[src/rtl/pmsr_regs.svh]
// Purpose: offsets, field positions, reset values and timing counts of the
//          slew, linear regulator and sequencer delay register bank
// Assumes: 50 MHz system clock
// Notes:   all times are kept in their own unit; cycle counts derive from them
`ifndef PMSR_REGS_SVH
`define PMSR_REGS_SVH

// ----------------------------------------------------------------------
// register offsets
// ----------------------------------------------------------------------
`define PMSR_ADDR_SLEW 8'h1a
`define PMSR_ADDR_LDO 8'h1b
`define PMSR_ADDR_SEQ_LO 8'h20
`define PMSR_ADDR_SEQ_HI 8'h21

// ----------------------------------------------------------------------
// field positions and reset values
// ----------------------------------------------------------------------
`define PMSR_GO_BIT 7
`define PMSR_BYPASS_BIT 6
`define PMSR_FACTOR_BIT 7
`define PMSR_GAP9_BIT 0
`define PMSR_SLEW_RST 3'h6
`define PMSR_LDO_RST 6'h1f
`define PMSR_SEQ_LO_RST 8'h00
`define PMSR_SEQ_HI_RST 1'h0
`define PMSR_SLEW_FASTEST 3'h6
`define PMSR_SLEW_IMMEDIATE 3'h7

// ----------------------------------------------------------------------
// timing
// ----------------------------------------------------------------------
`define PMSR_CLK_PERIOD_NS 20
`define PMSR_SLEW_MIN_STEP_NS 2500
`define PMSR_SLEW_UNIT_CYC (`PMSR_SLEW_MIN_STEP_NS / `PMSR_CLK_PERIOD_NS)
`define PMSR_US_NS 1000
`define PMSR_US_CYC (`PMSR_US_NS / `PMSR_CLK_PERIOD_NS)
`define PMSR_GAP_SHORT_MS 2
`define PMSR_GAP_LONG_MS 5
`define PMSR_BLANK_MS 5
`define PMSR_PD_FACTOR 10
`define PMSR_MS_US 1000

`endif

[src/rtl/pmsr_pkg.sv]
// Purpose: types of the slew, linear regulator and sequencer delay bank
// Assumes: constants come from pmsr_regs.svh
// Notes:   one packed struct holds all state of the top module
package pmsr_pkg;

   // ----------------------------------------------------------------------
   // carriers
   // ----------------------------------------------------------------------
   typedef struct packed {
      logic wr;
      logic rd;
      logic [7:0] addr;
      logic [7:0] wdata;
   } pmsr_req_t;

   typedef struct packed {
      logic [5:0] one;
      logic [5:0] two;
   } pmsr_buck_t;

   // ----------------------------------------------------------------------
   // states
   // ----------------------------------------------------------------------
   typedef enum logic [1:0] {
      SL_IDLE = 2'b01,
      SL_MOVE = 2'b10
   } pmsr_slew_st_t;

   typedef enum logic [1:0] {
      SQ_IDLE = 2'b01,
      SQ_WAIT = 2'b10
   } pmsr_seq_st_t;

   typedef struct packed {
      logic go;
      logic trigger_bypass;
      logic [2:0] slew;
      logic [5:0] linear_reg_setpoint;
      logic [7:0] seq_lo;
      logic powerdown_gap_multiplier;
      logic gap_nine_select;
      logic [7:0] rdata;
      logic rvalid;
      logic wr_refused;
      pmsr_slew_st_t sl_state;
      logic [12:0] step_cnt;
      pmsr_buck_t buck;
      logic [5:0] us_cnt;
      logic us_tick;
      logic [15:0] blank_cnt;
      logic blank;
      pmsr_seq_st_t sq_state;
      logic [15:0] gap_cnt;
      logic gap_done;
   } pmsr_state_t;

endpackage

[src/rtl/pmsr_top.sv]
// Purpose: slew step, linear regulator set-point and sequencer delay registers
// Assumes: register port is the sub-address side of the two-wire interface
// Notes:   one clock, synchronous active-low reset
//
// How it works
// - slew code 0 gives 160 us per step, halving per code to 2.5 us.
// - slew code 7 applies a new buck set-point at once, no wait.
// - step timing only moves the two buck rail codes.
// - go bit starts both rails moving; hardware clears it when done.
// - six-bit regulator set-point, 0.9 V to 3.4 V, resets to 1fh.
// - each accepted set-point write blanks voltage monitoring for 5 ms.
// - set-point and delay registers take writes only while unlocked.
// - each delay bit picks a 2 ms gap when 0, 5 ms when 1.
// - low delay register bit n sets the gap after strobe n+1.
// - low delay register at 20h, resets to 00h, all gaps 2 ms.
// - multiplier bit stretches every gap tenfold during power-down only.
// - bit 0 of the high delay register sets the gap after strobe nine.
`timescale 1ns/10ps
`include "pmsr_regs.svh"

module pmsr_top #(
   parameter logic [12:0] STEP_UNIT_CYC = 13'(`PMSR_SLEW_UNIT_CYC),
   parameter logic [5:0] US_CYC = 6'(`PMSR_US_CYC)
) (
   input wire logic sys_clk,
   input wire logic reset_n,
   input wire pmsr_pkg::pmsr_req_t reg_req,
   output logic [7:0] reg_rdata,
   output logic reg_rvalid,
   output logic reg_wr_refused,
   input wire logic pw_unlocked,
   input wire pmsr_pkg::pmsr_buck_t buck_target,
   input wire logic buck_target_update,
   output pmsr_pkg::pmsr_buck_t buck_code,
   output logic buck_busy,
   output logic [5:0] linear_reg_setpoint,
   output logic linear_reg_monitor_blank,
   input wire logic seq_gap_start,
   input wire logic [3:0] seq_gap_index,
   input wire logic seq_powerdown,
   output logic seq_gap_busy,
   output logic seq_gap_done
);
   import pmsr_pkg::*;

   // ----------------------------------------------------------------------
   // helpers
   // ----------------------------------------------------------------------
   function automatic logic [12:0] step_cycles(input logic [2:0] code);
      logic [2:0] shift;
      shift = `PMSR_SLEW_FASTEST - code;
      step_cycles = STEP_UNIT_CYC << shift;
   endfunction

   function automatic logic [15:0] gap_us(input logic sel, input logic stretch);
      logic [15:0] base;
      base = sel ? 16'(`PMSR_GAP_LONG_MS * `PMSR_MS_US)
                 : 16'(`PMSR_GAP_SHORT_MS * `PMSR_MS_US);
      gap_us = stretch ? 16'(base * `PMSR_PD_FACTOR) : base;
   endfunction

   function automatic logic [5:0] step_toward(input logic [5:0] cur, input logic [5:0] tgt);
      if (cur < tgt) begin
         step_toward = cur + 6'h01;
      end else if (cur > tgt) begin
         step_toward = cur - 6'h01;
      end else begin
         step_toward = cur;
      end
   endfunction

   pmsr_state_t st_reg;
   pmsr_state_t st_next;

   // ----------------------------------------------------------------------
   // next state
   // ----------------------------------------------------------------------
   always_comb begin
      logic wr_slew;
      logic wr_lock;
      logic wr_ok;
      logic start;
      logic gap_sel;
      wr_slew = 1'b0;
      wr_lock = 1'b0;
      wr_ok = 1'b0;
      start = 1'b0;
      gap_sel = 1'b0;
      st_next = st_reg;
      st_next.rvalid = 1'b0;
      st_next.wr_refused = 1'b0;
      st_next.gap_done = 1'b0;

      // register writes
      wr_slew = reg_req.wr && reg_req.addr == `PMSR_ADDR_SLEW;
      wr_lock = reg_req.wr && (reg_req.addr == `PMSR_ADDR_LDO ||
                reg_req.addr == `PMSR_ADDR_SEQ_LO || reg_req.addr == `PMSR_ADDR_SEQ_HI);
      wr_ok = wr_lock && pw_unlocked;
      st_next.wr_refused = wr_lock && !pw_unlocked;
      if (wr_slew) begin
         st_next.trigger_bypass = reg_req.wdata[`PMSR_BYPASS_BIT];
         st_next.slew = reg_req.wdata[2:0];
      end
      if (wr_ok) begin
         case (reg_req.addr)
            `PMSR_ADDR_LDO: st_next.linear_reg_setpoint = reg_req.wdata[5:0];
            `PMSR_ADDR_SEQ_LO: st_next.seq_lo = reg_req.wdata;
            `PMSR_ADDR_SEQ_HI: begin
               st_next.powerdown_gap_multiplier = reg_req.wdata[`PMSR_FACTOR_BIT];
               st_next.gap_nine_select = reg_req.wdata[`PMSR_GAP9_BIT];
            end
            default: st_next.seq_lo = st_reg.seq_lo;
         endcase
      end

      // register reads, reserved bits zero
      if (reg_req.rd) begin
         st_next.rvalid = 1'b1;
         case (reg_req.addr)
            `PMSR_ADDR_SLEW: st_next.rdata = {st_reg.go, st_reg.trigger_bypass, 3'h0, st_reg.slew};
            `PMSR_ADDR_LDO: st_next.rdata = {2'h0, st_reg.linear_reg_setpoint};
            `PMSR_ADDR_SEQ_LO: st_next.rdata = st_reg.seq_lo;
            `PMSR_ADDR_SEQ_HI: st_next.rdata = {st_reg.powerdown_gap_multiplier, 6'h00,
                                                st_reg.gap_nine_select};
            default: st_next.rdata = 8'h00;
         endcase
      end

      // microsecond timebase
      st_next.us_tick = 1'b0;
      if (st_reg.us_cnt == US_CYC - 6'h01) begin
         st_next.us_cnt = 6'h00;
         st_next.us_tick = 1'b1;
      end else begin
         st_next.us_cnt = st_reg.us_cnt + 6'h01;
      end

      // monitor blanking, restarted by every accepted set-point write
      if (wr_ok && reg_req.addr == `PMSR_ADDR_LDO) begin
         st_next.blank = 1'b1;
         st_next.blank_cnt = 16'(`PMSR_BLANK_MS * `PMSR_MS_US);
      end else if (st_reg.blank && st_reg.us_tick) begin
         if (st_reg.blank_cnt <= 16'h0001) begin
            st_next.blank = 1'b0;
            st_next.blank_cnt = 16'h0000;
         end else begin
            st_next.blank_cnt = st_reg.blank_cnt - 16'h0001;
         end
      end

      // buck rail slew engine
      start = (wr_slew && reg_req.wdata[`PMSR_GO_BIT]) ||
              (st_reg.trigger_bypass && buck_target_update);
      case (st_reg.sl_state)
         SL_IDLE: begin
            if (start) begin
               st_next.go = 1'b1;
               st_next.sl_state = SL_MOVE;
               st_next.step_cnt = step_cycles(st_next.slew);
            end
         end
         SL_MOVE: begin
            if (st_reg.slew == `PMSR_SLEW_IMMEDIATE) begin
               st_next.buck = buck_target;
               // stay in move on a fresh go, else busy would hang in idle
               st_next.sl_state = start ? SL_MOVE : SL_IDLE;
               st_next.go = start;
            end else if (st_reg.buck == buck_target) begin
               // a go written in the ending cycle wins over the clear
               st_next.go = start;
               st_next.sl_state = start ? SL_MOVE : SL_IDLE;
               st_next.step_cnt = step_cycles(st_reg.slew);
            end else if (st_reg.step_cnt <= 13'h0001) begin
               st_next.buck.one = step_toward(st_reg.buck.one, buck_target.one);
               st_next.buck.two = step_toward(st_reg.buck.two, buck_target.two);
               st_next.step_cnt = step_cycles(st_reg.slew);
            end else begin
               st_next.step_cnt = st_reg.step_cnt - 13'h0001;
            end
         end
         default: begin
            st_next.sl_state = SL_IDLE;
            st_next.go = 1'b0;
         end
      endcase

      // sequencer inter-strobe gap timer
      case (st_reg.sq_state)
         SQ_IDLE: begin
            if (seq_gap_start) begin
               if (seq_gap_index == 4'h9) begin
                  gap_sel = st_reg.gap_nine_select;
               end else if (seq_gap_index >= 4'h1 && seq_gap_index <= 4'h8) begin
                  gap_sel = st_reg.seq_lo[3'(seq_gap_index - 4'h1)];
               end
               st_next.gap_cnt = gap_us(gap_sel,
                                        seq_powerdown && st_reg.powerdown_gap_multiplier);
               st_next.sq_state = SQ_WAIT;
            end
         end
         SQ_WAIT: begin
            if (st_reg.us_tick) begin
               if (st_reg.gap_cnt <= 16'h0001) begin
                  st_next.gap_cnt = 16'h0000;
                  st_next.gap_done = 1'b1;
                  st_next.sq_state = SQ_IDLE;
               end else begin
                  st_next.gap_cnt = st_reg.gap_cnt - 16'h0001;
               end
            end
         end
         default: st_next.sq_state = SQ_IDLE;
      endcase
   end

   // ----------------------------------------------------------------------
   // state register
   // ----------------------------------------------------------------------
   always_ff @(posedge sys_clk) begin
      if (!reset_n) begin
         st_reg <= '0;
         st_reg.slew <= `PMSR_SLEW_RST;
         st_reg.linear_reg_setpoint <= `PMSR_LDO_RST;
         st_reg.seq_lo <= `PMSR_SEQ_LO_RST;
         st_reg.gap_nine_select <= `PMSR_SEQ_HI_RST;
         st_reg.sl_state <= SL_IDLE;
         st_reg.sq_state <= SQ_IDLE;
      end else begin
         st_reg <= st_next;
      end
   end

   // ----------------------------------------------------------------------
   // outputs, all from flops
   // ----------------------------------------------------------------------
   assign reg_rdata = st_reg.rdata;
   assign reg_rvalid = st_reg.rvalid;
   assign reg_wr_refused = st_reg.wr_refused;
   assign buck_code = st_reg.buck;
   assign buck_busy = st_reg.go;
   assign linear_reg_setpoint = st_reg.linear_reg_setpoint;
   assign linear_reg_monitor_blank = st_reg.blank;
   // one-hot wait bit, taken straight from its flop
   assign seq_gap_busy = st_reg.sq_state[1];
   assign seq_gap_done = st_reg.gap_done;

endmodule

[config.mk]
export PLATFORM = sky130hd
export DESIGN_NAME = pmsr_top
export DESIGN_NICKNAME = d
export VERILOG_FILES = /design/src/rtl/pmsr_pkg.sv /design/src/rtl/pmsr_top.sv
export VERILOG_INCLUDE_DIRS = /design/src /design/src/rtl
export SDC_FILE = /design/constraint.sdc
export NUM_CORES = 1
export LEC_CHECK = 0
export BUFFER_PORTS_ARGS = -buffer_cell sky130_fd_sc_hd__buf_2
export CAP_MARGIN = 20
export CORE_ASPECT_RATIO = 1.75
export CORE_MARGIN = 3
export CORE_UTILIZATION = 38
export CTS_CLUSTER_DIAMETER = 100
export CTS_CLUSTER_SIZE = 24
export DETAILED_ROUTE_END_ITERATION = 12
export SLEW_MARGIN = 20
export SYNTH_ARGS = -nofsm -noshare
export SYNTH_HDL_FRONTEND = slang
export SYNTH_SLANG_ARGS = --single-unit
[constraint.sdc]
create_clock -name sys_clk -period 4.45 [get_ports sys_clk]
set_clock_uncertainty 0.1 [all_clocks]
set_input_delay 0.2225 -clock sys_clk [delete_from_list [all_inputs] [get_ports sys_clk]]
set_output_delay 0.2225 -clock sys_clk [all_outputs]
set_load 0.01 [all_outputs]
Word level (Yosys, flattened, before mapping)
Index checks and enable logic that the tools add are counted.

operators by class
  muxes and demuxes = 43
  eq/ne operators = 19
  shift-type cells = 2
  add/sub/neg operators = 11
  multiply operators = 1
  bitwise gates (word level) = 1
  $lt $le $gt $ge = 10
  reduce and logical (&&, ||, !) cells = 34

operator list
  operator                                                                 number
  13-bit two-way mux                                                       4
  16-bit two-way mux                                                       3
  12-bit two-way mux                                                       3
  16-bit by 1-bit <= comparator with 1-bit output (second input constant)  2
  16-bit case mux with 2 select lines                                      1
  8-bit case mux with 4 select lines                                       1
  16-bit by 1-bit subtractor with 16-bit output (second input constant)    2
  14-bit two-way mux                                                       2
  13-bit case mux with 2 select lines                                      1
  7-bit by 3-bit << shifter with 13-bit output (first input constant)      2
  6-bit two-way mux                                                        4
  19-bit two-way mux                                                       1
  6-bit by 1-bit adder with 6-bit output (second input constant)           3
  18-bit two-way mux                                                       1
  8-bit by 5-bit equality test with 1-bit output (second input constant)   2
  8-bit by 6-bit equality test with 1-bit output (second input constant)   2
  13-bit by 3-bit multiplier with 15-bit output (second input constant)    1
  15-bit two-way mux                                                       1
  13-bit by 1-bit <= comparator with 1-bit output (second input constant)  1
  13-bit by 1-bit subtractor with 13-bit output (second input constant)    1
  12-bit equality test                                                     1
  6-bit greater-than comparator                                            2
  6-bit < comparator                                                       2
  1-bit two-way mux                                                        12
  other kinds (28)                                                         66

word-level totals
  output and inout port bits = 32
  flip-flop bits (word level) = 101
  bits of input ports = 40

Longest topological paths before layout
  depth in word-level cells = 12
  mapped depth = 12
  mapped depth without buffers = 12

Worst setup path before layout
Ideal clock, no wire load.

  path kind = input port to flip-flop
  start = in reg_req[8] (netlist name)
  end = reg st_reg[66] (netlist name)
  path buffers = 1
  data required time = 4.291 ns
  arrival = 2.942 ns
  cell stages on the path = 12
  setup time = 0.059 ns
  path slack = 1.349 ns
  path through = clkbuf_1 > nor4bb_1 > nand3_1 > mux2i_1 > inv_1 > ha_1 > nor2b_1 > o2111ai_1 > nand2b_1 > or2_1 > o221ai_1 > o211a_1

RTL lines
  item                  RTL line         text
  from (decl)           pmsr_top.sv:27   input wire pmsr_pkg::pmsr_req_t reg_req,
  to (signal assigned)  pmsr_top.sv:229  st_reg <= st_next;
  to (decl)             pmsr_top.sv:72   pmsr_state_t st_reg;

Final worst setup path
  start = reg st_reg[57] (netlist name)
  end = reg st_reg[61] (netlist name)

on the way
  cells in the longest elaborated chain, start to end = 5
  elaborated cells between the ends (all ways) = 6

ends and longest elaborated chain
  item                                                                                                                     RTL line                          text
  13-bit by 1-bit subtractor with 13-bit output / 13-bit by 1-bit <= comparator with 1-bit output (equally long branches)  pmsr_top.sv:178, pmsr_top.sv:173
  13-bit two-way mux (*)                                                                                                   pmsr_top.sv:173                   end else if (st_reg.step_cnt <= 13'h0001) begin
  13-bit two-way mux (*)                                                                                                   pmsr_top.sv:168                   end else if (st_reg.buck == buck_target) begin
  13-bit two-way mux (*)                                                                                                   pmsr_top.sv:163                   if (st_reg.slew == `PMSR_SLEW_IMMEDIATE) begin
  13-bit case mux with 2 select lines (*)                                                                                  pmsr_top.sv:154                   case (st_reg.sl_state)

Every way passes the cells marked *; elsewhere a longest branch is shown, timed or not. The select of a mux whose other input is x is not followed.
A chain may end at the register's enable or synchronous reset.

==> flow_summary.yaml <==
detailed_routing:
  avgRoutedWirePerCell_um: 16.7
  drc_errors: 0
  via_per_inst: 5.42
  wl_um: 17500
  postRouteAntennaNets: 0
  drt-initial-drc-count: 247
  firstDrtPassIters: 4
  vias: 5686
timing:
  hold_violations: 0
  fmax_mhz: 327
  period_share_pct: 68.6
  tns_ns: 0
  grt_setup_unrepaired: "no"
  slew_viol_final: 0
  setup_viol: 0
  maxSlewHeadroom_pct: 30.0
  whs_ns: 0.0242
  period_needed_ns: 3.05
  tightest_slew_ns: 1.05
setup_path:
  cp_data_required_time_ns: 4.58
  cp_max_fo: 20
  crit_type: "flip-flop to flip-flop"
  cp-end-kind: "flip-flop"
  cpPeakStageDelay_ns: 0.60
  crit_path_start_kind: "flip-flop"
  crit_top_cell: "or4_4"
  worst_ep_arrival_time_ns: 3.19
  slowest_stage: "or4_4"
  crit_chain: "or4_4, or4_4, o21ba_1, or4_1, a21oi_1, o32ai_1"
finish:
  final_cell_mix: "dfxtp_1 (100), nor2_1 (86), buf_2 (71)"
  diodes: 0
  num-nets-final: 910
  largest_reg_flops: 68
  area_delta_synth_final_pct: 10.9
  final_common_cell: "dfxtp_1"
  drive_gt1_share_pct: 13.8
die:
  core-area_mm2: 0.0164
  dieArea_mm2: 0.0185
  pin_count: 72
  num_rows: 62
  die_x_um: 104
  start_util_pct: 39.0
  fp.dieH_um: 178
synth:
  ys_seq_elements: 100
  synth.yosys.seq_area_share_pct: 31.2
  synthFlopType: "dfxtp_1"
  syn_inst: 785
  syn_area_per_cell_um2: 8.17
  yosys_warnings: 0
  netlist_area_mm2: 0.00641
  synth_nets: 875
  yosysUniqueCellTypes: 72
  synth-edff-count: 0
  async_flop_share_pct: 0
global_route:
  grt_max_degree: 42
  grt_first_pass_wirelength_um: 28400
  track_usage_pct: 19.0
  grt-ovfl-total: 0
  antenna_found_initial: 0
  grt_pass1_vias: 5646
min_path:
  hp-class: "input pin to flip-flop"
clock_tree:
  clockBufferDepth: 2
  cts-buffers-inserted: 9
  cts_hold_buffers: 2
  cts_tree: "yes"
  cts_setup_buffers: 0
  clk_pin_slew_ns: 0.08
  cts_num_sinks: 100
  clockRootBuffer: "clkbuf_16"
  postCtsResizedCells: 0
  clk_latency_ns: 0.35
  htreeDepth: 3
placement:
  place.gp.congestion: 0.877
  port_buffers: 71
  dp.final_hpwl_um: 13400
run_status:
  status: "finished, final reports clean"
power:
  ir_drop_v: 0.000177
  p_per_area_mw_per_mm2: 386
  p_leak_uw: 0.00308
job:
  drv_cap: 0
power by group:
part	total (µW)	switching, µW	internal [µW]	leakage (µW)
registers	1020	69.1	952	0.000811
clock network	785	390	395	0.000138
logic	937	517	420	0.00213
total	2740	976	1770	0.00308
metrics by stage:
stage / util (%) / total power (µW) / std cells / area [µm²] / setup WS (ns)
6_report: 43.2 / 2740 / 1049 / 7110 / 1.40
5_1_grt: 43.2 / 2910 / 1049 / 7110 / 1.14
4_1_cts: 43.2 / 2770 / 1049 / 7110 / 1.42
3_5_place_dp: 41.3 / 1980 / 1031 / 6800 / 1.19
3_3_place_gp: 41.3 / 1970 / 1031 / 6800 / 1.21
2_1_floorplan: - / 1780 / 785 / 6410 / 1.35
synthesized netlist by cell type, drive strengths merged, types with 4 or more instances:
| master | count | area [µm²] |
|---|---|---|
| dfxtp | 100 | 2000 |
| nor2 | 86 | 323 |
| nand2 | 69 | 259 |
| a21oi | 54 | 270 |
| ha | 48 | 601 |
| inv | 39 | 146 |
| o21ai | 38 | 198 |
| clkbuf | 30 | 113 |
| buf | 28 | 205 |
| mux2i | 27 | 270 |
| xor2 | 24 | 210 |
| nand3 | 22 | 110 |
| nor4 | 17 | 106 |
| xnor2 | 16 | 140 |
| nor3 | 15 | 75.1 |
| o22ai | 11 | 68.8 |
| a22oi | 10 | 75.1 |
| a31oi | 10 | 62.6 |
| and2 | 10 | 62.6 |
| or4 | 10 | 82.6 |
| nand2b | 9 | 56.3 |
| a21o | 8 | 60.1 |
| and3 | 8 | 50.1 |
| a211oi | 6 | 45.0 |
| nor2b | 6 | 37.5 |
| or3 | 6 | 37.5 |
| nand3b | 5 | 37.5 |
| nor3b | 5 | 48.8 |
| or2 | 5 | 31.3 |
| a221oi | 4 | 41.3 |
| a2bb2oi | 4 | 35.0 |
| o2bb2ai | 4 | 35.0 |
path summary, 6_finish.rpt:
check              from                     end  slack, ns  cells after the start
max reg2reg  st_reg[57]              st_reg[61]       1.40                      6
min reg2reg  st_reg[37]              st_reg[37]       0.37                      1
max          st_reg[57]              st_reg[61]       1.40                      6
min          reg_req[5]  linear_reg_setpoint[5]       0.02                      3
worst max-delay path, delay by kind of cell, from the launching register on:
kind / cells / cell delay [ns]
AND/OR/NAND/NOR: 3 / 1.73
flip-flops: 1 / 0.38
AO/OA/AOI/OAI: 3 / 0.72
kinds of logic after synthesis:
family | synth area share, %
AOI/OAI and AO/OA | 18.3
xor gates and xnor gates | 5.46
adders and majority gates | 9.99
buffers and inverters | 7.36
DFF | 31.2
muxes | 5.44
and+or+nand+nor | 22.2
layer usage:
layer | GRT usage (%) | vias to the layer above | part of all wire (%)
met3 | 2.51 | 32 | 2.8
met5 | 0 | - | 0
met4 | 9.26 | 0 | 3.4
met1 | 19.9 | 2712 | 38
li1 | - | 2838 | -
met2 | 36.9 | 104 | 55
area by class of cell:
| cell class | count | area (µm²) |
|---|---|---|
| fillers | 1744 | 9340 |
| multi-input cells | 586 | 3940 |
| flip-flops and latches | 100 | 2000 |
| repair buffers | 82 | 443 |
| well taps | 224 | 280 |
| clock buffers | 9 | 225 |
| inverters | 41 | 154 |
| clock inverters | 7 | 66.3 |
No activity file was read; power rests on OpenSTA's default activity.
